File: src/trc_pkg.sv
`default_nettype none
package trc_pkg;
   // register indices; byte address is four times the index
   localparam logic [7:0] TRC_IDX_TONE1 = 8'h20;
   localparam logic [7:0] TRC_IDX_TONE2 = 8'h21;
   localparam logic [7:0] TRC_IDX_RING = 8'h22;
   localparam logic [7:0] TRC_IDX_IRQ_STAT = 8'h3c;
   localparam logic [7:0] TRC_IDX_IRQ_MASK = 8'h3d;
   localparam int TRC_ADDR_W = 10;

   // control register bit positions
   localparam int TRC_B_ACTIVE = 7;
   localparam int TRC_B_RELOAD = 6;
   localparam int TRC_B_ZC = 5;
   localparam int TRC_B_ON_LINE = 5;
   localparam int TRC_B_ON_EN = 4;
   localparam int TRC_B_OFF_EN = 3;
   localparam int TRC_B_EN = 2;
   localparam int TRC_B_DC_OFS = 1;
   localparam int TRC_B_ROUTE_TX = 0;
   localparam int TRC_B_ROUTE_RX = 1;
   localparam int TRC_B_SHAPE = 0;

   // interrupt status and mask bit positions
   localparam int TRC_IRQ_T1_ON = 0;
   localparam int TRC_IRQ_T1_OFF = 1;
   localparam int TRC_IRQ_T2_ON = 2;
   localparam int TRC_IRQ_T2_OFF = 3;
   localparam int TRC_IRQ_RG_ON = 4;
   localparam int TRC_IRQ_RG_OFF = 5;

   // reset values
   localparam logic [6:0] TRC_TONE_RST = 7'h00;
   localparam logic [3:0] TRC_RING_RST = 4'h0;
   localparam logic [5:0] TRC_IRQ_RST = 6'h00;

   // cadence tick: one timer lsb
   localparam int TRC_CLK_NS = 10;
   localparam int TRC_TICK_NS = 125000;
   localparam int TRC_TICK_CYC = (TRC_TICK_NS + TRC_CLK_NS - 1) / TRC_CLK_NS;

   typedef struct packed {
      logic reload;
      logic zc_stop;
      logic on_en;
      logic off_en;
      logic enable;
      logic [1:0] route;
   } trc_osc_cfg_t;

   typedef struct packed {
      logic on_en;
      logic off_en;
      logic dc_ofs;
      logic shape;
   } trc_ring_cfg_t;

   typedef struct packed {
      logic [15:0] on_len;
      logic [15:0] off_len;
   } trc_cad_len_t;

   typedef struct packed {
      logic active;
      logic on_expire;
      logic off_expire;
   } trc_cad_out_t;

   typedef enum logic [4:0] {
      TRC_CAD_IDLE = 5'b00001,
      TRC_CAD_ON = 5'b00010,
      TRC_CAD_ZWAIT = 5'b00100,
      TRC_CAD_OFF = 5'b01000,
      TRC_CAD_DONE = 5'b10000
   } trc_cad_st_t;

   typedef struct packed {
      trc_cad_st_t st;
      logic [15:0] cnt;
      logic on_exp;
      logic off_exp;
   } trc_cad_state_t;

   typedef struct packed {
      trc_osc_cfg_t tone1;
      trc_osc_cfg_t tone2;
      trc_ring_cfg_t ring;
      logic ring_en;
      logic on_line;
      logic [5:0] irq_stat;
      logic [5:0] irq_mask;
      logic [7:0] rdata;
      logic [15:0] tick_cnt;
      logic tick;
      logic t1_tx;
      logic t1_rx;
      logic t2_tx;
      logic t2_rx;
   } trc_top_state_t;
endpackage
`default_nettype wire

File: src/trc_cadence.sv
`default_nettype none
module trc_cadence
   import trc_pkg::*;
(
   input wire logic sys_clk,
   input wire logic sys_rst,
   input wire logic enable,
   input wire logic on_en,
   input wire logic off_en,
   input wire logic zc_stop,
   input wire logic reload,
   input wire logic zero_cross,
   input wire logic tick,
   input wire trc_cad_len_t len,
   output trc_cad_out_t out
);
   trc_cad_state_t s_r;
   trc_cad_state_t s_nxt;

   always_comb begin
      logic go_off;
      logic expired;
      go_off = 1'b0;
      expired = (s_r.cnt <= 16'h0001);
      s_nxt = s_r;
      s_nxt.on_exp = 1'b0;
      s_nxt.off_exp = 1'b0;
      if (!enable) begin
         s_nxt.st = TRC_CAD_IDLE;
      end else begin
         unique case (s_r.st)
            TRC_CAD_IDLE: begin
               s_nxt.st = TRC_CAD_ON;
               s_nxt.cnt = len.on_len;
            end
            TRC_CAD_ON: begin
               // without the on timer the tone runs continuously
               if (on_en && tick) begin
                  if (expired) begin
                     s_nxt.on_exp = 1'b1;
                     if (zc_stop) begin
                        s_nxt.st = TRC_CAD_ZWAIT;
                     end else begin
                        go_off = 1'b1;
                     end
                  end else begin
                     s_nxt.cnt = s_r.cnt - 16'h0001;
                  end
               end
            end
            TRC_CAD_ZWAIT: begin
               if (zero_cross) begin
                  go_off = 1'b1;
               end
            end
            TRC_CAD_OFF: begin
               if (tick) begin
                  if (expired) begin
                     s_nxt.off_exp = 1'b1;
                     if (reload) begin
                        s_nxt.st = TRC_CAD_ON;
                        s_nxt.cnt = len.on_len;
                     end else begin
                        s_nxt.st = TRC_CAD_DONE;
                     end
                  end else begin
                     s_nxt.cnt = s_r.cnt - 16'h0001;
                  end
               end
            end
            TRC_CAD_DONE: begin
               s_nxt.st = TRC_CAD_DONE;
            end
            default: begin
               s_nxt.st = TRC_CAD_IDLE;
            end
         endcase
         if (go_off) begin
            if (off_en) begin
               s_nxt.st = TRC_CAD_OFF;
               s_nxt.cnt = len.off_len;
            end else begin
               s_nxt.st = TRC_CAD_DONE;
            end
         end
      end
   end

   always_ff @(posedge sys_clk or posedge sys_rst) begin
      if (sys_rst) begin
         s_r <= '{st: TRC_CAD_IDLE, cnt: 16'h0000, on_exp: 1'b0, off_exp: 1'b0};
      end else begin
         s_r <= s_nxt;
      end
   end

   assign out.active = (s_r.st == TRC_CAD_ON) || (s_r.st == TRC_CAD_ZWAIT);
   assign out.on_expire = s_r.on_exp;
   assign out.off_expire = s_r.off_exp;
endmodule
`default_nettype wire

File: src/trc_top.sv
// The implementer's own choice: the plain strobed port.
`default_nettype none
// Functional notes
// - tone control bit 7 reads back whether that tone output is active.
// - tone one without reload stops for good after its off timer expires.
// - tone one with reload restarts its cadence after the off timer.
// - tone one bit 5 chooses stop at timer expiry or next zero crossing.
// - tone two bit 5 chooses stop at timer expiry or next zero crossing.
// - tone one bits 4 and 3 enable its on and off timers.
// - tone two bits 4 and 3 enable its on and off timers.
// - tone control bit 2 enables or disables that oscillator.
// - tone bits 1:0 route output to none, transmit, receive or both.
// - ringing control bit 7 reads back whether ringing output is active.
// - ringing joins or leaves the line only at a feed crossing.
// - ringing control bit 5 reads one only while ringing is on line.
// - ringing bits 4 and 3 enable its on and off timers.
// - ringing bit 2 reports, read only, whether ringing is enabled.
// - ringing bit 1 adds a dc offset to the ringing waveform.
// - ringing bit 0 selects sinusoid or trapezoid waveshape.
// - every on and off timer expiry may interrupt, each with mask bit.
module trc_top
   import trc_pkg::*;
#(
   parameter int TICK_CYCLES = TRC_TICK_CYC
)
(
   input wire logic sys_clk,
   input wire logic sys_rst,
   input wire logic [TRC_ADDR_W-1:0] reg_addr,
   input wire logic [7:0] reg_wdata,
   input wire logic reg_wr,
   input wire logic reg_rd,
   output logic [7:0] reg_rdata,
   output logic irq,
   input wire trc_cad_len_t tone1_len,
   input wire trc_cad_len_t tone2_len,
   input wire trc_cad_len_t ring_len,
   input wire logic tone1_zero_cross,
   input wire logic tone2_zero_cross,
   input wire logic ring_zero_cross,
   input wire logic ring_enable_req,
   input wire logic ring_line_cross,
   output logic tone1_run,
   output logic tone2_run,
   output logic tone1_tx,
   output logic tone1_rx,
   output logic tone2_tx,
   output logic tone2_rx,
   output logic ring_run,
   output logic ring_drive,
   output logic ring_dc_offset_en,
   output logic ring_shape_select
);
   trc_top_state_t s_r;
   trc_top_state_t s_nxt;
   trc_cad_out_t t1_out;
   trc_cad_out_t t2_out;
   trc_cad_out_t rg_out;

   function automatic logic hit(input logic [TRC_ADDR_W-1:0] a, input logic [7:0] idx);
      hit = (a == {idx, 2'b00});
   endfunction

   // tone one: software sets reload for keyed signalling
   trc_cadence u_tone1 (
      .sys_clk(sys_clk),
      .sys_rst(sys_rst),
      .enable(s_r.tone1.enable),
      .on_en(s_r.tone1.on_en),
      .off_en(s_r.tone1.off_en),
      .zc_stop(s_r.tone1.zc_stop),
      .reload(s_r.tone1.reload),
      .zero_cross(tone1_zero_cross),
      .tick(s_r.tick),
      .len(tone1_len),
      .out(t1_out)
   );

   // tone two has no reload choice: its cadence repeats after each off timer expiry
   trc_cadence u_tone2 (
      .sys_clk(sys_clk),
      .sys_rst(sys_rst),
      .enable(s_r.tone2.enable),
      .on_en(s_r.tone2.on_en),
      .off_en(s_r.tone2.off_en),
      .zc_stop(s_r.tone2.zc_stop),
      .reload(1'b1),
      .zero_cross(tone2_zero_cross),
      .tick(s_r.tick),
      .len(tone2_len),
      .out(t2_out)
   );

   // ringing stops at timer expiry and repeats its cadence
   trc_cadence u_ring (
      .sys_clk(sys_clk),
      .sys_rst(sys_rst),
      .enable(s_r.ring_en),
      .on_en(s_r.ring.on_en),
      .off_en(s_r.ring.off_en),
      .zc_stop(1'b0),
      .reload(1'b1),
      .zero_cross(ring_zero_cross),
      .tick(s_r.tick),
      .len(ring_len),
      .out(rg_out)
   );

   always_comb begin
      logic [5:0] events;
      logic [7:0] rd_val;
      logic wr_t1;
      logic wr_t2;
      logic wr_rg;
      logic wr_mask;
      logic rd_stat;
      events = '0;
      rd_val = 8'h00;
      s_nxt = s_r;

      // write decode and status read decode
      wr_t1 = reg_wr && hit(reg_addr, TRC_IDX_TONE1);
      wr_t2 = reg_wr && hit(reg_addr, TRC_IDX_TONE2);
      wr_rg = reg_wr && hit(reg_addr, TRC_IDX_RING);
      wr_mask = reg_wr && hit(reg_addr, TRC_IDX_IRQ_MASK);
      rd_stat = reg_rd && hit(reg_addr, TRC_IDX_IRQ_STAT);

      // timer lsb prescaler
      if (s_r.tick_cnt == 16'(TICK_CYCLES - 1)) begin
         s_nxt.tick_cnt = 16'h0000;
         s_nxt.tick = 1'b1;
      end else begin
         s_nxt.tick_cnt = s_r.tick_cnt + 16'h0001;
         s_nxt.tick = 1'b0;
      end

      if (wr_t1) begin
         s_nxt.tone1.reload = reg_wdata[TRC_B_RELOAD];
         s_nxt.tone1.zc_stop = reg_wdata[TRC_B_ZC];
         s_nxt.tone1.on_en = reg_wdata[TRC_B_ON_EN];
         s_nxt.tone1.off_en = reg_wdata[TRC_B_OFF_EN];
         s_nxt.tone1.enable = reg_wdata[TRC_B_EN];
         s_nxt.tone1.route = reg_wdata[TRC_B_ROUTE_RX:TRC_B_ROUTE_TX];
      end
      if (wr_t2) begin
         s_nxt.tone2.reload = 1'b0;
         s_nxt.tone2.zc_stop = reg_wdata[TRC_B_ZC];
         s_nxt.tone2.on_en = reg_wdata[TRC_B_ON_EN];
         s_nxt.tone2.off_en = reg_wdata[TRC_B_OFF_EN];
         s_nxt.tone2.enable = reg_wdata[TRC_B_EN];
         s_nxt.tone2.route = reg_wdata[TRC_B_ROUTE_RX:TRC_B_ROUTE_TX];
      end
      if (wr_rg) begin
         s_nxt.ring.on_en = reg_wdata[TRC_B_ON_EN];
         s_nxt.ring.off_en = reg_wdata[TRC_B_OFF_EN];
         s_nxt.ring.dc_ofs = reg_wdata[TRC_B_DC_OFS];
         s_nxt.ring.shape = reg_wdata[TRC_B_SHAPE];
      end
      if (wr_mask) begin
         s_nxt.irq_mask = reg_wdata[5:0];
      end

      // ringing enable comes from the line feed side
      s_nxt.ring_en = ring_enable_req;

      // ringing joins or leaves the line at a feed crossing only
      if (ring_line_cross) begin
         s_nxt.on_line = rg_out.active;
      end

      // routed path enables
      s_nxt.t1_tx = t1_out.active && s_r.tone1.route[TRC_B_ROUTE_TX];
      s_nxt.t1_rx = t1_out.active && s_r.tone1.route[TRC_B_ROUTE_RX];
      s_nxt.t2_tx = t2_out.active && s_r.tone2.route[TRC_B_ROUTE_TX];
      s_nxt.t2_rx = t2_out.active && s_r.tone2.route[TRC_B_ROUTE_RX];

      // sticky timer events; a new event wins over read-clear
      events[TRC_IRQ_T1_ON] = t1_out.on_expire;
      events[TRC_IRQ_T1_OFF] = t1_out.off_expire;
      events[TRC_IRQ_T2_ON] = t2_out.on_expire;
      events[TRC_IRQ_T2_OFF] = t2_out.off_expire;
      events[TRC_IRQ_RG_ON] = rg_out.on_expire;
      events[TRC_IRQ_RG_OFF] = rg_out.off_expire;
      if (rd_stat) begin
         s_nxt.irq_stat = events;
      end else begin
         s_nxt.irq_stat = s_r.irq_stat | events;
      end

      // read mux; data stand only in the cycle after the strobe
      if (hit(reg_addr, TRC_IDX_TONE1)) begin
         rd_val[TRC_B_ACTIVE] = t1_out.active;
         rd_val[6:0] = s_r.tone1;
      end else if (hit(reg_addr, TRC_IDX_TONE2)) begin
         rd_val[TRC_B_ACTIVE] = t2_out.active;
         rd_val[5:0] = s_r.tone2[5:0];
      end else if (hit(reg_addr, TRC_IDX_RING)) begin
         rd_val[TRC_B_ACTIVE] = rg_out.active;
         rd_val[TRC_B_ON_LINE] = s_r.on_line;
         rd_val[TRC_B_ON_EN] = s_r.ring.on_en;
         rd_val[TRC_B_OFF_EN] = s_r.ring.off_en;
         rd_val[TRC_B_EN] = s_r.ring_en;
         rd_val[TRC_B_DC_OFS] = s_r.ring.dc_ofs;
         rd_val[TRC_B_SHAPE] = s_r.ring.shape;
      end else if (hit(reg_addr, TRC_IDX_IRQ_STAT)) begin
         rd_val[5:0] = s_r.irq_stat;
      end else if (hit(reg_addr, TRC_IDX_IRQ_MASK)) begin
         rd_val[5:0] = s_r.irq_mask;
      end
      s_nxt.rdata = reg_rd ? rd_val : 8'h00;
   end

   always_ff @(posedge sys_clk or posedge sys_rst) begin
      if (sys_rst) begin
         s_r.tone1 <= TRC_TONE_RST;
         s_r.tone2 <= TRC_TONE_RST;
         s_r.ring <= TRC_RING_RST;
         s_r.ring_en <= 1'b0;
         s_r.on_line <= 1'b0;
         s_r.irq_stat <= TRC_IRQ_RST;
         s_r.irq_mask <= TRC_IRQ_RST;
         s_r.rdata <= 8'h00;
         s_r.tick_cnt <= 16'h0000;
         s_r.tick <= 1'b0;
         s_r.t1_tx <= 1'b0;
         s_r.t1_rx <= 1'b0;
         s_r.t2_tx <= 1'b0;
         s_r.t2_rx <= 1'b0;
      end else begin
         s_r <= s_nxt;
      end
   end

   assign reg_rdata = s_r.rdata;
   assign irq = |(s_r.irq_stat & s_r.irq_mask);
   assign tone1_run = t1_out.active;
   assign tone2_run = t2_out.active;
   assign tone1_tx = s_r.t1_tx;
   assign tone1_rx = s_r.t1_rx;
   assign tone2_tx = s_r.t2_tx;
   assign tone2_rx = s_r.t2_rx;
   assign ring_run = rg_out.active;
   assign ring_drive = s_r.on_line;
   assign ring_dc_offset_en = s_r.ring.dc_ofs;
   assign ring_shape_select = s_r.ring.shape;
endmodule
`default_nettype wire

File: config.mk
export PLATFORM = sky130hd
export DESIGN_NAME = trc_top
export DESIGN_NICKNAME = d
export VERILOG_FILES = /design/src/trc_pkg.sv /design/src/trc_cadence.sv /design/src/trc_top.sv
export SDC_FILE = /design/constraint.sdc
export NUM_CORES = 1
export LEC_CHECK = 0
export BUFFER_PORTS_ARGS = -buffer_cell sky130_fd_sc_hd__buf_4
export CAP_MARGIN = 30
export CORE_MARGIN = 2
export CORE_UTILIZATION = 53
export CTS_BUF_LIST = sky130_fd_sc_hd__clkbuf_4 sky130_fd_sc_hd__clkbuf_8 sky130_fd_sc_hd__clkbuf_16
export DETAILED_ROUTE_END_ITERATION = 12
export GPL_ROUTABILITY_DRIVEN = 0
export PLACE_DENSITY = 0.74
export REMOVE_ABC_BUFFERS = 1
export SLEW_MARGIN = 20
export SYNTH_ARGS = -nofsm -noshare
export SYNTH_HDL_FRONTEND = slang
export SYNTH_HIERARCHICAL = 1
export SYNTH_SLANG_ARGS = --single-unit
File: constraint.sdc
create_clock -name sys_clk -period 2.7 [get_ports sys_clk]
set_input_delay 0 -clock sys_clk [delete_from_list [all_inputs] [get_ports sys_clk]]
set_output_delay 0 -clock sys_clk [all_outputs]
set_load 0.01 [all_outputs]
* Yosys cells after proc, flatten, opt, wreduce, memory -nomap -nowiden *
Cells that the tools add are included.

storage, ports and cells
  flip-flop bits (word level) = 129
  latch bits = 0
  bits in writable memories = 0
  bits in read-only memories = 0
  memories kept = 0

cells by class
  add/subtract/negate cells = 4
  $mul = 0
  divide/modulo/power cells = 0
  magnitude comparators = 3
  eq/ne operators = 37
  shifts and indexed selects = 0
  mux-type cells = 82
  bitwise logic cells = 2
  reductions and logical operators = 19

operators with widths
  kind                                                              count
  two-way mux 16 bit                                                10
  case mux 16 bit (3 select lines)                                  3
  two-way mux 21 bit                                                6
  case mux 5 bit (5 select lines)                                   3
  two-way mux 5 bit                                                 14
  == test 10 x 8 -> 1 bit (second input constant)                   5
  less-or-equal comparator 16 x 1 -> 1 bit (second input constant)  3
  subtractor 16 x 1 -> 16 bit (second input constant)               3
  two-way mux 22 bit                                                2
  two-way mux 6 bit                                                 6
  two-way mux 17 bit                                                2
  two-way mux 1 bit                                                 29
  inequality test 4 x 2 -> 1 bit (second input constant)            7
  inequality test 4 x 3 -> 1 bit (second input constant)            5
  adder 16 x 1 -> 16 bit (second input constant)                    1
  == test 16 x 14 -> 1 bit (second input constant)                  1
  == test 5 x 1 -> 1 bit (second input constant)                    3
  == test 5 x 2 -> 1 bit (second input constant)                    3
  == test 5 x 3 -> 1 bit (second input constant)                    3
  == test 5 x 4 -> 1 bit (second input constant)                    3
  == test 5 bit (second input constant)                             3
  logical AND 1 bit                                                 12
  inequality test 3 x 2 -> 1 bit (second input constant)            4
  AND reduction 6 bit                                               2
  8 further kinds                                                   14

* Depth between registers and ports, before layout *
  depth after elaboration = 7
  mapped depth = 11

* Cells and area by module *
The synthesis kept the hierarchy.

by module, submodules not included
  module                     times used  cells an instance  area an instance (um^2)  seq. area each (um^2)
  trc_cadence (u_tone1 ...)  2           329                2467.4                   576.8
  trc_top                    1           218                2737.6                   1501.4
  trc_cadence (u_ring)       1           339                2531.2                   576.8

* Worst setup path before layout *
OpenSTA, ideal clock, no wires.

  kind = register -> register
  start = register u_ring/s_r[12] (netlist bit)
  end = register u_ring/s_r[2] (netlist bit)
  setup time = 138 ps
  data arrival time = 2506 ps
  data required time = 2562 ps
  setup slack = 56 ps
  stages on the path, launching flop included = 10
  buffers on the path = 3
  clock period less this slack = 2644 ps
  cells stage by stage = dfrtp_1 -> or4_1 -> buf_2 -> or4_4 -> buf_6 -> buf_6 -> o211ai_2 -> o311ai_1 -> a2111oi_2 -> o22ai_1

on the way
  cells in the longest elaborated chain, start to end = 6
  elaborated cells on any way between the ends = 12
  classes of those cells = order compare (1); mux (11)

ends and longest elaborated chain
  what                                                                                 RTL line                              RTL
  start, declared                                                                      trc_cadence.sv:17                     trc_cad_state_t s_r;
  start signal, assigned                                                               trc_cadence.sv:91                     s_r <= '{st: TRC_CAD_IDLE, cnt: 16'h0000, on_exp: 1'b0, off_exp: 1'b0};
  start signal, assigned                                                               trc_cadence.sv:93                     s_r <= s_nxt;
  less-or-equal comparator 16 x 1 -> 1 bit *                                           trc_cadence.sv:24                     expired = (s_r.cnt <= 16'h0001);
  two-way mux 16 bit (tied with other cells)                                           trc_cadence.sv:58                     if (expired) begin
  two-way mux 21 bit (tied with other cells)                                           trc_cadence.sv:57                     if (tick) begin
  case mux 16 bit (3 select lines) or case mux 1 bit (2 select lines) (tied branches)  trc_cadence.sv:31                     unique case (s_r.st)
  two-way mux 16 bit or two-way mux 1 bit (tied branches)                              trc_cadence.sv:79, trc_cadence.sv:28
  two-way mux 21 bit *                                                                 trc_cadence.sv:78                     if (go_off) begin

Mark *: on every way between the ends. The rest lies on a longest branch, timed or not. The select of a mux whose other input is x is not followed.
A chain may end at the register's enable or synchronous reset.

* Worst setup path after layout *
  start = register u_ring/s_r[16] (netlist bit)
  end = register u_ring/s_r[14] (netlist bit)

Same word-level chain as after synthesis.

==> results_dict.tcl <==
set metrics [dict create \
    status "finished clean" \
    postRouteWirelength_um 35060 \
    cp-start-kind "register" \
    die_height_um 142.8 \
    vias 11400 \
    fin_crit_ns 2.664 \
    design_area_um2 13490 \
    yosysWarningCount 6 \
    post-route-period-util_pct 98.67 \
    vias_per_cell 6.634 \
    slew_viol_final 0 \
    vdd_ir_drop_max_mv 0.4308 \
    final-setup-viol-count 0 \
    die_area_um2 20380 \
    ant_nets 0 \
    drc_errors 0 \
    end_kind "register" \
    max_freq_mhz 375.4 \
    instances_no_fill 1719 \
    wl_per_cell_um 20.39 \
    synth-edff-count 0 \
    die_x_um 142.8 \
    ys.flop_type "dfrtp_1" \
    p_leak_nw 5.899 \
    cts_tree "done" \
    drive_gt1_share_pct 25.12 \
    min_to "u_tone1/s_r[8]$_DFFE_PP0P_" \
    ctsRootBufferMaster "clkbuf_16" \
    slew_headroom_pct 51.06 \
    rows 50 \
    synth_cell_types 91 \
    clkSinkCount 129 \
    layout_common_cells "buf_4 (253), dfrtp_1 (126), dlygate4sd3_1 (92), nand2_1 (87), o21ai_0 (72)" \
    worst_pin_slew_ns 0.7342 \
    arrival_ns 2.97 \
    cp_data_required_time_ns 3.01 \
    gr-total-overflow 0 \
    grt_pass1_vias 10980 \
    numCtsBuffers 17 \
    core_um2 18770 \
    grt_max_degree 32 \
    clk_latency_ns 0.44 \
    fin_worst_skew_ns 0.008866 \
    reg2reg_depth 6 \
    portBuffers 140 \
    r2r-end "u_ring/s_r[14]$_DFFE_PP0P_" \
    reg2reg_from "u_ring/s_r[16]$_DFFE_PP0P_" \
    hold_depth 4 \
    power_density_nw_per_um2 501.2 \
    max-cap-violations 0 \
    htree_levels 4 \
    grt_pass1_wl_um 55810 \
    place_area_um2 11880 \
    r2r_setup_slack_ns 0.04 \
    antenna_found_initial 0 \
    path_clk_slew_ns 0.07 \
    dp_cells 1589 \
    hpwl_um 24240 \
    ys_ff_latch 129 \
    seq_area_frac_synth_pct 31.67 \
    ioPinCount 142 \
    detail_route.iter0.violations 1410 \
    area_delta_synth_final_pct 32.19 \
    cp_max_fo 8 \
    diodes 0 \
    min-delay-start "tone1_len[22]" \
    dr.pass1.iters 7 \
    synthArstFlopShare_pct 100.0 \
    track_usage_pct 34.27 \
    mostFrequentLayoutCell "buf_4" \
    finalNetCount 1602 \
    worstSetupPathType "reg2reg" \
    start_util_pct 54.37 \
    min_path_type "in2reg" \
    hold_viol 0 \
    cts_buffer_depth 2 \
    syn_area_um2 10200 \
    syn_avg_cell_area_um2 8.398 \
    total_power_mw 6.760 \
    netlist_instances 1215 \
    rsz0062_at_grt "yes" \
]
-- critical path: stages, from the launching register on --
cell	delay, ns
dfrtp_1	0.37
or4_1	0.56
or4_4	0.64
a2111oi_0	0.59
a211oi_1	0.10
a211oi_1	0.18
o21ai_0	0.09
-- per-stage QoR --
| step | setup TNS, ns | setup WS [ns] | hold WS (ns) | utilization [%] |
|---|---|---|---|---|
| after floorplan | -7.627 | -0.5408 | 0.001183 | - |
| after global placement | 0 | 0.1010 | 0.03464 | 63.11 |
| after detailed placement | 0 | 0.02478 | 0.03792 | 63.27 |
| after CTS | 0 | 0.01380 | 0.005752 | 71.53 |
| after global routing | -0.1025 | -0.05160 | 0.02738 | 71.87 |
| final | 0 | 0.03583 | 0.02239 | 71.87 |
-- registers in the layout, indices dropped and copies added (netlist names), 2 cells and up --
name	cells
reg_rdata	8
s_r	45
u_ring/out	2
u_ring/s_r	21
u_tone1/out	2
u_tone1/s_r	21
u_tone2/out	2
u_tone2/s_r	21
-- final cells by class --
type	instances	area, µm²
Clock inverter	14	195.2
Clock buffer	18	432.9
Fill cell	1426	5280
Multi-Input combinational cell	936	6285
Tap cell	234	292.8
Inverter	36	135.1
Sequential cell	129	3232
Timing Repair Buffer	352	2915
-- how the worst max path moves through the flow --
stage / from / endpoint / slack [ns]
detailed placement: u_ring/s_r[16]$_DFFE_PP0P_ / u_ring/s_r[2]$_DFFE_PP0P_ / 0.02
global route: u_ring/s_r[16]$_DFFE_PP0P_ / u_ring/s_r[14]$_DFFE_PP0P_ / -0.05
floorplan: u_ring/s_r[8]$_DFFE_PP0P_ / u_ring/s_r[8]$_DFFE_PP0P_ / -0.54
finish: u_ring/s_r[16]$_DFFE_PP0P_ / u_ring/s_r[14]$_DFFE_PP0P_ / 0.04
global placement: u_ring/s_r[16]$_DFFE_PP0P_ / u_ring/s_r[2]$_DFFE_PP0P_ / 0.10
CTS: u_ring/s_r[16]$_DFFE_PP0P_ / u_ring/s_r[2]$_DFFE_PP0P_ / 0.01
-- kinds of logic after synthesis --
| family | synth area share (%) |
|---|---|
| XOR/XNOR | 3.262 |
| other | 0.07360 |
| AND/OR/NAND/NOR | 24.66 |
| buffers and inverters | 7.137 |
| multiplexers | 5.984 |
| adder cells (fa/ha/maj) | 0.8583 |
| flip-flops | 31.67 |
| AO/OA/AOI/OAI | 26.35 |
-- routing by layer --
layer,global-route usage [%],vias to the layer above,wire (µm)
met2,54.83,756,16370
met4,16.99,0,1469
met3,6.975,156,3203
met1,44.26,5367,14020
met5,0,-,0
li1,-,5124,-
-- cell usage after synthesis (all sizes together) (16+ instances only) --
cell type | n | area, µm²
buf | 38 | 289.0
xor2 | 16 | 140.1
dfrtp | 126 | 3153
mux2 | 32 | 360.3
clkbuf | 81 | 304.0
xnor2 | 22 | 192.7
nand2b | 16 | 115.1
and3 | 22 | 137.6
mux2i | 25 | 250.2
nor4 | 36 | 237.7
inv | 35 | 131.4
o21ai | 84 | 427.9
nand4 | 25 | 162.6
nor2 | 74 | 307.8
nand2 | 87 | 326.6
nor3 | 42 | 221.5
nand3 | 44 | 240.2
a21oi | 55 | 275.3
a31oi | 21 | 131.4
a22oi | 23 | 172.7
nor2b | 18 | 112.6
and2 | 18 | 112.6
o22ai | 31 | 200.2
-- report_power, final --
part / total (mW) / internal, mW / switching (mW)
Sequential: 2.33 / 2.11 / 0.214
Combinational: 1.92 / 0.893 / 1.02
Clock: 2.52 / 1.50 / 1.02
Total: 6.76 / 4.51 / 2.25
-- repair_timing --
item	4_1_cts	5_1_grt
hold buffers	92	0
gates resized for setup	0	7
setup buffers	0	4
endpoints found under the setup margin	0	12
hold endpoints to repair	168	0
Note: power is estimated with default switching activity, not from simulation.
